--- src/cbicc_map.vh ---
// Contract
// - power-management register sits at offset 20h and resets to all zeros
// - bit 25 sets whenever any access to the inserted card occurs
// - a register read clears bit 25, returning its value before clearing
// - bit 24 reads 1 while card clock frequency is changed, else 0
// - bit 16 enables bit 0; while bit 16 is 0 bit 0 has no effect
// - enabled with bit 0 clear: idle clock-run may stop the card clock
// - enabled with bit 0 set: idle clock-run slows card clock to one sixteenth
// - reserved bits 31-26, 23-17 and 15-1 always read as zero
// - idle-only policy clear needs host clock-run preparing to stop; set needs idle only
`ifndef CBICC_MAP_VH
`define CBICC_MAP_VH
`define CBICC_PM_OFFSET 12'h020
`define CBICC_CTL_OFFSET 12'h010
`define CBICC_IRQ_STATUS_OFFSET 12'h040
`define CBICC_IRQ_CLEAR_OFFSET 12'h044
`define CBICC_IRQ_ENABLE_OFFSET 12'h048
`define CBICC_PM_RESET 32'h00000000
`define CBICC_BIT_SLOW 0
`define CBICC_BIT_ENABLE 16
`define CBICC_BIT_MODE 24
`define CBICC_BIT_ACCESS 25
`define CBICC_BIT_IDLE_ONLY 7
`define CBICC_SLOW_DIV 4'hF
`define CBICC_IRQ_ACCESS 0
`define CBICC_IRQ_MODE 1
`endif

--- src/cbicc_top.v ---
// Register access over APB was decided locally.
`timescale 1ns/1ns
`include "cbicc_map.vh"
module cbicc_top (
    input wire pclk,
    input wire presetn,
    input wire psel,
    input wire penable,
    input wire pwrite,
    input wire [11:0] paddr,
    input wire [31:0] pwdata,
    output reg [31:0] prdata,
    output reg pready,
    output reg pslverr,
    input wire card_clk_in,
    input wire card_access,
    input wire socket_idle,
    input wire host_clkrun_stopping,
    output reg card_clk_out,
    output reg card_clk_stopped,
    output reg irq
);
// states of the card clock
localparam ST_RUN = 2'b00;
localparam ST_STOP = 2'b01;
localparam ST_SLOW = 2'b10;

reg clock_policy_enable;
reg idle_slow_select;
reg idle_only_gate_policy;
reg card_access_seen;
reg clock_rate_changed;
reg [1:0] irq_status;
reg [1:0] irq_enable;
reg [1:0] state;
reg [1:0] next_state;
reg [3:0] div_cnt;
reg clk_d;
reg access_d;
reg [31:0] next_rdata;
wire clk_s;
wire access_s;
wire idle_s;
wire host_stop_s;
wire clk_rise;
wire access_pulse;
wire idle_ok;
wire setup;
wire rd_access;
wire wr_access;
wire pm_hit;
wire mapped;
wire mode_now;
wire [1:0] irq_event;
wire ctl_hit;
wire irq_stat_hit;
wire irq_clr_hit;
wire irq_en_hit;
wire [1:0] irq_clear;
wire [3:0] next_div;
reg next_clk_out;

// every asynchronous pin gets its own two-flop synchroniser before any logic reads it
// limitation: the card clock is sampled, not used as a clock, so it must stay
// well below half of pclk or edges are lost

cbicc_sync u_sync_clk (
    .pclk(pclk),
    .presetn(presetn),
    .din(card_clk_in),
    .dout(clk_s)
);
cbicc_sync u_sync_acc (
    .pclk(pclk),
    .presetn(presetn),
    .din(card_access),
    .dout(access_s)
);
cbicc_sync u_sync_idle (
    .pclk(pclk),
    .presetn(presetn),
    .din(socket_idle),
    .dout(idle_s)
);
cbicc_sync u_sync_host (
    .pclk(pclk),
    .presetn(presetn),
    .din(host_clkrun_stopping),
    .dout(host_stop_s)
);

// edge detectors read only the second flop of the clock and access synchronisers
always @(posedge pclk or negedge presetn)
begin
    if (!presetn)
    begin
        clk_d <= 1'b0;
        access_d <= 1'b0;
    end
    else
    begin
        clk_d <= clk_s;
        access_d <= access_s;
    end
end
assign clk_rise = clk_s & ~clk_d;
assign access_pulse = access_s & ~access_d;

// apb: setup cycle, then one access cycle with pready high
assign setup = psel & ~penable;
assign rd_access = psel & penable & pready & ~pwrite;
assign wr_access = psel & penable & pready & pwrite;
assign pm_hit = (paddr == `CBICC_PM_OFFSET);
assign ctl_hit = (paddr == `CBICC_CTL_OFFSET);
assign irq_stat_hit = (paddr == `CBICC_IRQ_STATUS_OFFSET);
assign irq_clr_hit = (paddr == `CBICC_IRQ_CLEAR_OFFSET);
assign irq_en_hit = (paddr == `CBICC_IRQ_ENABLE_OFFSET);

// any other offset answers with pslverr, ignores writes and reads as zero
assign mapped = pm_hit | ctl_hit | irq_stat_hit | irq_clr_hit | irq_en_hit;

// zero wait states: pready is registered from the setup cycle,
// so every transfer takes exactly two cycles
// prdata is forced to zero outside the access cycle so stale data never shows

always @(posedge pclk or negedge presetn)
begin
    if (!presetn)
    begin
        pready <= 1'b0;
        pslverr <= 1'b0;
        prdata <= 32'h00000000;
    end
    else
    begin
        pready <= setup;
        pslverr <= setup & ~mapped;
        prdata <= setup ? next_rdata : 32'h00000000;
    end
end


// read data is captured in the setup cycle, so the flag value shown is pre-clear
always @*
begin
    next_rdata = 32'h00000000;
    case (paddr)
        `CBICC_PM_OFFSET:
        begin
            next_rdata[`CBICC_BIT_ACCESS] = card_access_seen | access_pulse;
            next_rdata[`CBICC_BIT_MODE] = clock_rate_changed;
            next_rdata[`CBICC_BIT_ENABLE] = clock_policy_enable;
            next_rdata[`CBICC_BIT_SLOW] = idle_slow_select;
        end
        `CBICC_CTL_OFFSET:
            next_rdata[`CBICC_BIT_IDLE_ONLY] = idle_only_gate_policy;
        `CBICC_IRQ_STATUS_OFFSET:
            next_rdata[1:0] = irq_status;
        `CBICC_IRQ_ENABLE_OFFSET:
            next_rdata[1:0] = irq_enable;
        default:
            next_rdata = 32'h00000000;
    endcase
end


// control registers
// only the two writable bits of the power register store anything; bits 25 and 24 read status, the rest read zero
always @(posedge pclk or negedge presetn)
begin
    if (!presetn)
    begin
        clock_policy_enable <= 1'b0;
        idle_slow_select <= 1'b0;
        idle_only_gate_policy <= 1'b0;
        irq_enable <= 2'b00;
    end
    else if (wr_access)
    begin
        if (pm_hit)
        begin
            clock_policy_enable <= pwdata[`CBICC_BIT_ENABLE];
            idle_slow_select <= pwdata[`CBICC_BIT_SLOW];
        end
        if (ctl_hit)
            idle_only_gate_policy <= pwdata[`CBICC_BIT_IDLE_ONLY];
        if (irq_en_hit)
            irq_enable <= pwdata[1:0];
    end
end


// access flag: a new access in the clearing cycle wins over the clear
// so that no access can be lost between a read and the next one
always @(posedge pclk or negedge presetn)
begin
    if (!presetn)
        card_access_seen <= 1'b0;
    else if (access_pulse)
        card_access_seen <= 1'b1;
    else if (rd_access && pm_hit)
        card_access_seen <= 1'b0;
end

// clock-run may act only when the idle policy allows it
assign idle_ok = idle_s & (idle_only_gate_policy | host_stop_s);

// leaving STOP or SLOW is immediate once the conditions drop, so a busy card
// never waits on the divider
// a change of bit 0 while idle passes through RUN for one cycle

always @*
begin
    next_state = state;
    case (state)
        ST_RUN:
            if (clock_policy_enable && idle_ok)
                next_state = idle_slow_select ? ST_SLOW : ST_STOP;
        ST_STOP:
            if (!clock_policy_enable || !idle_ok || idle_slow_select)
                next_state = ST_RUN;
        ST_SLOW:
            if (!clock_policy_enable || !idle_ok || !idle_slow_select)
                next_state = ST_RUN;
        default:
            next_state = ST_RUN;
    endcase
end


// the divider runs in every state so that slow mode needs no warm-up
// trade-off: the first slow half period may be short, never long
assign next_div = (div_cnt == `CBICC_SLOW_DIV) ? 4'h0 : div_cnt + 4'h1;
always @(posedge pclk or negedge presetn)
begin
    if (!presetn)
        div_cnt <= 4'h0;
    else if (clk_rise)
        div_cnt <= next_div;
end

// slow mode toggles the output every 8 input rises: one sixteenth of the frequency
always @*
begin
    case (state)
        ST_RUN:
            next_clk_out = clk_s;
        ST_STOP:
            next_clk_out = 1'b0;
        ST_SLOW:
            next_clk_out = div_cnt[3];
        default:
            next_clk_out = clk_s;
    endcase
end

always @(posedge pclk or negedge presetn)
begin
    if (!presetn)
    begin
        state <= ST_RUN;
        card_clk_out <= 1'b0;
        card_clk_stopped <= 1'b0;
    end
    else
    begin
        state <= next_state;
        card_clk_stopped <= (next_state == ST_STOP);
        card_clk_out <= next_clk_out;
    end
end


// mode status follows the actual gate/divider state
// the mode interrupt fires both on entering and on leaving a changed clock
assign mode_now = (state != ST_RUN);
always @(posedge pclk or negedge presetn)
begin
    if (!presetn)
        clock_rate_changed <= 1'b0;
    else
        clock_rate_changed <= mode_now;
end

// interrupts: sticky status, set wins over write-one-to-clear
assign irq_event[`CBICC_IRQ_ACCESS] = access_pulse;
assign irq_event[`CBICC_IRQ_MODE] = mode_now ^ clock_rate_changed;

// write-one-to-clear mask; a zero bit leaves its status alone
assign irq_clear = (wr_access && irq_clr_hit) ? pwdata[1:0] : 2'b00;
genvar gi;
generate
    for (gi = 0; gi < 2; gi = gi + 1)
    begin : g_irq
        always @(posedge pclk or negedge presetn)
        begin
            if (!presetn)
                irq_status[gi] <= 1'b0;
            else if (irq_event[gi])
                irq_status[gi] <= 1'b1;
            else if (irq_clear[gi])
                irq_status[gi] <= 1'b0;
        end
    end
endgenerate


// level output, re-evaluated every cycle so masking takes effect on the next pclk edge
always @(posedge pclk or negedge presetn)
begin
    if (!presetn)
        irq <= 1'b0;
    else
        irq <= |(irq_status & irq_enable);
end
endmodule // cbicc_top

--- src/cbicc_sync.v ---
`timescale 1ns/1ns
// two-flop synchroniser for a level from outside the pclk domain
module cbicc_sync (
    input wire pclk,
    input wire presetn,
    input wire din,
    output reg dout
);
reg meta;
always @(posedge pclk or negedge presetn)
begin
    if (!presetn)
    begin
        meta <= 1'b0;
        dout <= 1'b0;
    end
    else
    begin
        meta <= din;
        dout <= meta;
    end
end
endmodule // cbicc_sync

--- config.mk ---
export PLATFORM = sky130hd
export DESIGN_NAME = cbicc_top
export DESIGN_NICKNAME = d
export VERILOG_FILES = /design/src/cbicc_top.v /design/src/cbicc_sync.v
export VERILOG_INCLUDE_DIRS = /design/src
export SDC_FILE = /design/constraint.sdc
export NUM_CORES = 1
export LEC_CHECK = 0
export ABC_AREA = 1
export ABC_CLOCK_PERIOD_IN_PS = 1100
export BUFFER_PORTS_ARGS = -buffer_cell sky130_fd_sc_hd__buf_2
export CAP_MARGIN = 20
export CORE_ASPECT_RATIO = 1.4
export CORE_MARGIN = 8
export CORE_UTILIZATION = 41
export CTS_BUF_LIST = sky130_fd_sc_hd__clkbuf_16
export DETAILED_ROUTE_END_ITERATION = 8
export GPL_ROUTABILITY_DRIVEN = 0
export PLACE_DENSITY = 0.82
export SETUP_SLACK_MARGIN = 0.05
export SLEW_MARGIN = 20
export SYNTH_ARGS = -nofsm -noshare
export SYNTH_HDL_FRONTEND = slang
export SYNTH_HIERARCHICAL = 1
export SYNTH_SLANG_ARGS = --single-unit
--- constraint.sdc ---
create_clock -name pclk -period 1.1 [get_ports pclk]
set_input_delay 0.22 -clock pclk [delete_from_list [all_inputs] [get_ports pclk]]
set_output_delay 0.22 -clock pclk [all_outputs]
set_load 0.1 [all_outputs]
==> results of run 1 <==
-- synthesized netlist by cell type, drive strengths merged (2+ instances only) --
cell type | n | area share (%)
a21oi | 4 | 1.1
buf | 26 | 11
dfrtp | 36 | 49
ha | 5 | 3.4
inv | 29 | 5.9
nand2 | 36 | 8.4
nand3 | 16 | 4.9
nand4 | 5 | 1.7
nor2 | 32 | 8.7
nor3 | 3 | 1.7
o21ai | 4 | 1.1
o22ai | 2 | 0.68
-- how the worst max path moves through the flow --
stage,slack (ns),to
5_1_grt,-0.18,clock_policy_enable
6_report,-0.14,pready
4_1_cts,-0.15,pready
3_5_place_dp,-0.10,idle_only_gate_policy
3_3_place_gp,-0.05,idle_only_gate_policy
2_1_floorplan,-0.18,idle_only_gate_policy
-- cell families after synthesis --
kind of cell	synth area share [%]
other	0.202
DFF	48.6
adders and majority gates	3.38
and+or+nand+nor	25.7
AOI/OAI and AO/OA	4.73
buffers and inverters	16.4
xor gates and xnor gates	0.945
-- cell type report --
| type | instances | area, µm² | area share, % |
|---|---|---|---|
| repair buffers | 56 | 536 | 19.8 |
| inverters | 29 | 111 | 4.13 |
| flip-flops and latches | 36 | 918 | 34.0 |
| multi-input cells | 140 | 888 | 32.9 |
| well taps | 62 | 77.6 | 2.87 |
| clock buffers | 5 | 125 | 4.64 |
| clock inverters | 3 | 42.5 | 1.58 |
-- timing repair --
item                       CTS  global route
hold buffers                 1             0
pin swaps                   16            17
setup endpoints to repair   21            25
buffers inserted             4             4
gates cloned                 0             0
resized for setup           17            19
hold endpoints to repair    36             0
-- metrics by stage --
stage                     cell area [µm²]  utilization [%]
after floorplan                      2000                -
after global placement               2320             52.4
after detailed placement             2320             52.4
after CTS                            2590             58.6
after global routing                 2700             61.0
final                                2700             61.0
-- where the power goes --
| group | switching [µW] | internal [µW] | total (µW) | leakage [µW] |
|---|---|---|---|---|
| sequential | 178 | 1500 | 1680 | 0.000424 |
| clock | 519 | 1060 | 1580 | 0.0000798 |
| combinational | 1170 | 624 | 1790 | 0.000814 |
-- critical path, cell delays in order (launching register included) --
cell and delay [ns]:
dfrtp_4 0.47, buf_6 0.12, buf_12 0.15
-- state kept, by name (all words and copies together) (netlist names), 2 cells and up --
name,flops
div_cnt,4
irq_enable,2
irq_status,2
prdata,6
state,2
-- routing by layer --
metal / wire length, µm / up-vias / global-route usage [%]
met3: 287 / 9 / 4.42
met5: 0 / - / 0
met4: 78 / 0 / 5.36
li1: - / 720 / -
met1: 1600 / 730 / 11.9
met2: 2470 / 54 / 25.1
==> impl_results.md, run 1 <==
- RR Endpoint: clock_policy_enable
- Antenna Nets Post-Route: 0
- Worst-case reg-to-reg path depth: 6
- Post-synthesis register bit count: 36
- Worst EP arrival: 1.02 ns
- Yosys cell types: 30
- Die footprint: 6960 µm²
- Hold Path Cell Cnt: 1
- Largest net degree at the start of global routing: 37
- IO Port Bufs: 35
- Final hold violation count: 0
- Worst-Skew Late Latency: approximately 0.28 ns
- Pre-Repair DR Iteration Count: 4
- Cells after Synth: a little over 200
- Sink Count: 36
- Clk pin slew, worst setup/hold paths: 0.06 ns
- Most common cell after layout, fill and taps aside: nand2_1
- Initial DRC count: 75
- Beginning of the worst hold path: card_access
- Worst Path Required: 0.88 ns
- Failing checks: setup timing
- R2r setup slk: -0.11 ns
- Num rows: 29
- Top FF cell, synth: dfrtp_1
- Final nets: 326
- DRC viols: 0
- Hold Path End: u_sync_acc/meta
- Async SR Flop Fraction: 100%
- Core ar.: 4430 µm²
- # diodes: 0
- Total track usage: 13.0%
- Finished Layout Cells: 331
- Critical path type: flip-flop to primary output
- Vias in the first global route: between 1,500 and 2,000
- Max Cap Viol: 0
- First-pass GRT wire length: 7180 µm
- Commonest cells after routing, fill and taps aside: nand2_1, conb_1, dfrtp_1, buf_2, nor2_1
- Yosys warns: 6
- HPWL after detailed placement: 3130 µm
- TritonCTS buffer count: 5
- Hold Path Class: input pin to flip-flop
- Placed Cells: 314
- Total number of vias: 1,513
- Worst-case clock buffer depth: 2
- Area of the mapped netlist: 1850 µm²
- Die Wd: 72.8 µm
- Die Ht: 95.5 µm
- Critical Path Source: pready
- Final Max Slew Viols: 0
- R2r startpoint: pready
- WL per Instance: 13.4 µm
- Antenna violations before repair: 0
- Starting Density: roughly two fifths
- Vias/cell: 4.57
- H-tree depth: 2
- CTS root buffer: clkbuf_16
- Grt ovf: 0
- Pre-CTS WS: -0.103 ns
- Synthesized area per cell: 9.00 µm²
- Number of synthesized flops with an enable pin: 0
- Fmax: 804 MHz
- Peak supply drop: 999 µV
- Fin crit period: 1.24 ns
- Setup TNS: -0.832 ns
- Share of layout cells above drive strength 1: 46.1%
- TritonCTS clock tree: yes
- Synth-to-layout area growth: 45.6%
- Final setup viols: 11
- Routed WL: 4440 µm
- Fillcell total: between 300 and 400
- Power Dens Cells: 1870 nW/µm²
- CP Capture Type: primary output
- Seq/Total Area, Yosys: 48.6%
- Outcome: finished, violations left
- I/O pin cnt: 90
- Clk_skew: 0.00332 ns
- CP Launch Type: flip-flop
- RSZ-0062 raised after global routing: true
- PnR Total Power: 5050 µW
- CP Max Fanout: 2
- Worst setup margin: -0.144 ns
- Tcrit/Tclk final: 113%
- Hold_ws: around 0.045 ns
- Leakage Power: ~0.0013 µW
No activity file was read; power rests on OpenSTA's default activity.
==> inputs of run 2 (changes only) <==
- SKIP_CTS_REPAIR_TIMING: unset -> 1
==> run 2 against run 1 <==
Compared with the run above: the run still ends with setup timing left; via count decreased by 0.93%; worst hold slack is essentially flat; final cell count grew 0.30%; worst setup slack got worse by 0.0015 ns; total power is 1.3% lower.
==> impl_results.md, run 2 (same netlist as run 1, synthesis figures left out) <==
- Setup TNS: -0.849 ns
- Vias/cell: 4.52
- Antenna Nets Post-Route: 0
- WL per Instance: 13.1 µm
- Clk pin slew, worst setup/hold paths: 0.06 ns
- Worst-case clock buffer depth: 2
- Vias in the first global route: 1,583
- Crit-path max cell delay: 0.47 ns
- TritonCTS clock tree: yes
- Tcrit/Tclk final: 113%
- Fmax: roughly 800 MHz
- TritonCTS buffer count: 5
- Commonest cells after routing, fill and taps aside: nand2_1, conb_1, buf_2
- Sink Count: 36
- PnR Total Power: 4990 µW
- Num rows: 29
- CP Capture Type: primary output
- IO Port Bufs: 35
- Peak supply drop: 1070 µV
- RSZ-0062 raised after global routing: true
- Die Ht: 95.5 µm
- Share of layout cells above drive strength 1: 45.6%
- Area of the multi-input gates: 871 µm²
- Buf/Inv on CP: 2
- CP Max Fanout: 2
- Die Wd: 72.8 µm
- Clk_skew: between 0.003 and 0.004 ns
- Final setup viols: 10
- Most common cell after layout, fill and taps aside: nand2_1
- CP delay by family, top: flip-flops
- Power Dens Cells: between 1500 and 2000 nW/µm²
- Initial DRC count: 61
- Final Max Slew Viols: 0
- Fillcell total: 362
- Outcome: finished, violations left
- Final nets: around 330
- Pre-Repair DR Iteration Count: 4
- Biggest regs: prdata x6, div_cnt x4
- CP Launch Type: flip-flop
- DRC viols: 0
- Leakage Power: roughly 0.0013 µW
- Hold Path Class: input pin to flip-flop
- R2r setup slk: -0.11 ns
- Largest net degree at the start of global routing: 37
- H-tree depth: 2
- Total number of vias: between 1,000 and 1,500
- Worst setup margin: -0.146 ns
- Fin crit period: 1.25 ns
- Total track usage: between 10% and 20%
- Crit-path slowest cell: dfrtp_4
- CTS root buffer: clkbuf_16
- Routed WL: approximately 4400 µm
- Antenna violations before repair: 0
- Max Cap Viol: 0
- Failing checks: setup timing
- First-pass GRT wire length: slightly below 7000 µm
- Grt ovf: 0
- Register area: 920 µm²
- Hold_ws: about 0.045 ns
- Critical path type: flip-flop to primary output
- # diodes: 0
- CP Cell Sequence: buf_6, buf_12
- I/O pin cnt: 90
- Worst Path Required: 0.88 ns
- Max FFs per register: 6
- Core ar.: 4430 µm²
- HPWL after detailed placement: about 3100 µm
- Starting Density: 41.9%
- Worst EP arrival: between 1 and 1.5 ns
- Worst-Skew Late Latency: 0.28 ns
- Final hold violation count: 0
- Register with the most flip-flops: prdata
- Synth-to-layout area growth: 44.9%
- Die footprint: 6960 µm²
## run 2: changes by cell type in the layout (fill, tap and decap cells not counted), moves of 2 or more
cell     delta
buf_6       -2
nand2_1     +2
buf_4       +3
nand2_2     -2
## run 2: path summary, 6_finish.rpt
check / from / endpoint / depth (start not counted)
max: pready / pready / 2
min: card_access / u_sync_acc/meta / 1
max reg2reg: pready / irq_status[1] / 7
min reg2reg: u_sync_acc/meta / u_sync_acc/dout / 0
max in group asynchronous: presetn / card_clk_stopped / 3
min in group asynchronous: presetn / prdata[7] / 3
## run 2: report_power, final
part | switching [µW] | internal [µW] | total [µW]
combinational | 1130 | 588 | 1720
sequential | 183 | 1500 | 1690
clock | 520 | 1060 | 1580
## run 2: cell type report
type	count	share of cell area, %
Sequential cell	36	34.2
Multi-Input combinational cell	140	32.4
Timing Repair Buffer	57	19.9
Clock buffer	5	4.66
Inverter	29	4.24
Tap cell	62	2.89
Clock inverter	3	1.58
## run 2: metrics by stage
step,std cells,utilization (%),instance area (µm²),worst slack (ns)
CTS,322,56.2,2490,-0.186
global placement,314,52.4,2320,-0.0512
finish,332,60.7,2690,-0.146
floorplan,231,-,2000,-0.180
detailed placement,314,52.4,2320,-0.103
global route,332,60.7,2690,-0.165
## run 2: per-layer routing
layer  up-vias  global-route usage [%]  wire length (µm)
li1        714                       -                 -
met1       709                    11.4              1540
met2        64                    23.1              2420
met3        12                    4.42               301
met4         0                    4.86               103
met5         -                       0                 0
==> inputs of run 3 (changes only) <==
- BUFFER_PORTS_ARGS: -buffer_cell sky130_fd_sc_hd__buf_2 -> -buffer_cell sky130_fd_sc_hd__clkbuf_2
- CORE_ASPECT_RATIO: 1.4 -> unset
==> run 3 against run 2 <==
Compared with the run above: the flow still finishes with violations (setup timing); non-clock buffer count is 6 lower; via count is 3.3% lower; sequential share of layout area is 0.85 points higher; critical path depth stayed put; critical path type unchanged; critical endpoint unchanged; largest cell class unchanged.
==> impl_results.md, run 3 (same netlist as run 1, synthesis figures left out) <==
- Max FFs per register: 6
- Outcome: finished, violations left
- Final core utilization: 60.2%
- Peak supply drop: 1090 µV
- Worst-case clock buffer depth: 2
- Failing checks: setup timing
- Area of the multi-input gates: 897 µm²
- Routed WL: 3940 µm
- Crit-path slowest cell: dfrtp_4
- CTS root buffer: clkbuf_16
- Die Ht: roughly 83 µm
- Pre-Repair DR Iteration Count: 4
- CP Max Fanout: 2
- Die footprint: 6930 µm²
- DRC viols: 0
- Num rows: 24
- Biggest regs: prdata x6, div_cnt x4
- Fmax: roughly 790 MHz
- Final nets: 321
- Largest net degree at the start of global routing: 37
- Initial DRC count: 73
- Commonest cells after routing, fill and taps aside: nand2_1, conb_1, inv_1, clkbuf_2, dfrtp_1
- Vias/cell: approximately 4.6
- I/O pin cnt: 90
- Vias in the first global route: approximately 1,400
- Clk_skew: between 0.005 and 0.006 ns
- Grt peak-use layer: met2
- Antenna violations before repair: 0
- Synth-to-layout area growth: 41.4%
- H-tree depth: 2
- Register with the most flip-flops: prdata
- Core ar.: 4350 µm²
- Worst Path Required: 0.88 ns
- Pre-CTS WS: -0.0905 ns
- Worst setup margin: -0.166 ns
- Crit-path max cell delay: 0.49 ns
- WL per Instance: 12.5 µm
- HPWL after detailed placement: 3000 µm
- Power Dens Cells: 1770 nW/µm²
- Final setup viols: 7
- Final Max Slew Viols: 0
- Worst-Skew Late Latency: 0.28 ns
- Final instance area: 2620 µm²
- IO Port Bufs: 35
- CP Capture Type: primary output
- # diodes: 0
- Clk pin slew, worst setup/hold paths: around 0.050 ns
- Critical path type: flip-flop to primary output
- CP Launch Type: flip-flop
- Max Cap Viol: 0
- Tcrit/Tclk final: 115%
- Fin crit period: 1.27 ns
- TritonCTS clock tree: yes
- Met1 Use GR: 11.1%
- Total number of vias: between 1,000 and 1,500
- Grt ovf: 0
- Share of layout cells above drive strength 1: 43.6%
- Starting Density: between 40% and 50%
- Global Route met3 Usage: 4.98%
- Final hold violation count: 0
- Total track usage: 10.9%
- Fillcell total: 340
- First-pass GRT wire length: 6350 µm
- Hold Path Class: input pin to flip-flop
- CP Cell Sequence: buf_6, buf_12
- RSZ-0062 raised after global routing: true
- Area post-placement: 2270 µm²
- Leakage Power: 0.00130 µW
- Antenna Nets Post-Route: 0
- Register area: 920 µm²
- Setup TNS: -0.495 ns
- Die Wd: 83.2 µm
- Sink Count: 36
- Met2 Usage GRT: 19.4%
- TritonCTS buffer count: 5
- Worst EP arrival: 1.05 ns
run 3: cell types whose count changed in the layout (fill, tap and decap cells not counted), moves of 2 or more:
cell      change
nand3_1       -2
a21oi_2       -3
buf_2        -24
inv_1         +3
nand2_2       +2
buf_4         -6
clkbuf_2     +24
nand2_1       -3
a21oi_1       +3
run 3: stage by stage:
stage | total power [µW] | hold WS (ns) | instances
after global placement | 2990 | 0.196 | 299
after CTS | 4350 | -0.0917 | 307
after detailed placement | 3040 | 0.202 | 299
final | 4630 | 0.0487 | 316
after floorplan | 2720 | -0.0756 | 231
after global routing | 4850 | 0.0412 | 316
run 3: path summary, 6_finish.rpt:
| path | end | depth (start not counted) | slack (ns) | from |
|---|---|---|---|---|
| hold reg to reg | u_sync_host/dout | 0 | 0.35 | u_sync_host/meta |
| setup reg to reg | card_clk_stopped | 6 | -0.10 | state[0] |
| max in group asynchronous | pready | 3 | 0.45 | presetn |
| min in group asynchronous | irq_enable[1] | 3 | 0.45 | presetn |
| setup / recovery | pready | 2 | -0.17 | pready |
| hold / removal | u_sync_clk/meta | 1 | 0.05 | card_clk_in |
run 3: critical path: cells and delay by family, from the launching register on:
family | cells | cell delay (ns)
buf+inv | 2 | 0.28
flops | 1 | 0.49
run 3: report_power, final:
group | internal (µW) | switching, µW | total (µW)
Sequential | 1500 | 186 | 1690
Combinational | 559 | 1090 | 1650
Clock | 812 | 480 | 1290
run 3: per-layer routing:
layer | wire length [µm] | vias up
li1 | - | 707
met3 | 296 | 5
met5 | 0 | -
met2 | 2200 | 48
met4 | 46 | 0
met1 | 1390 | 689
run 3: cell type report:
| class | count | share of cell area, % |
|---|---|---|
| Sequential cell | 36 | 35.1 |
| Multi-Input combinational cell | 140 | 34.2 |
| Timing Repair Buffer | 51 | 18.7 |
| Clock buffer | 5 | 4.78 |
| Inverter | 29 | 4.25 |
| Tap cell | 52 | 2.48 |
| Clock inverter | 3 | 0.430 |
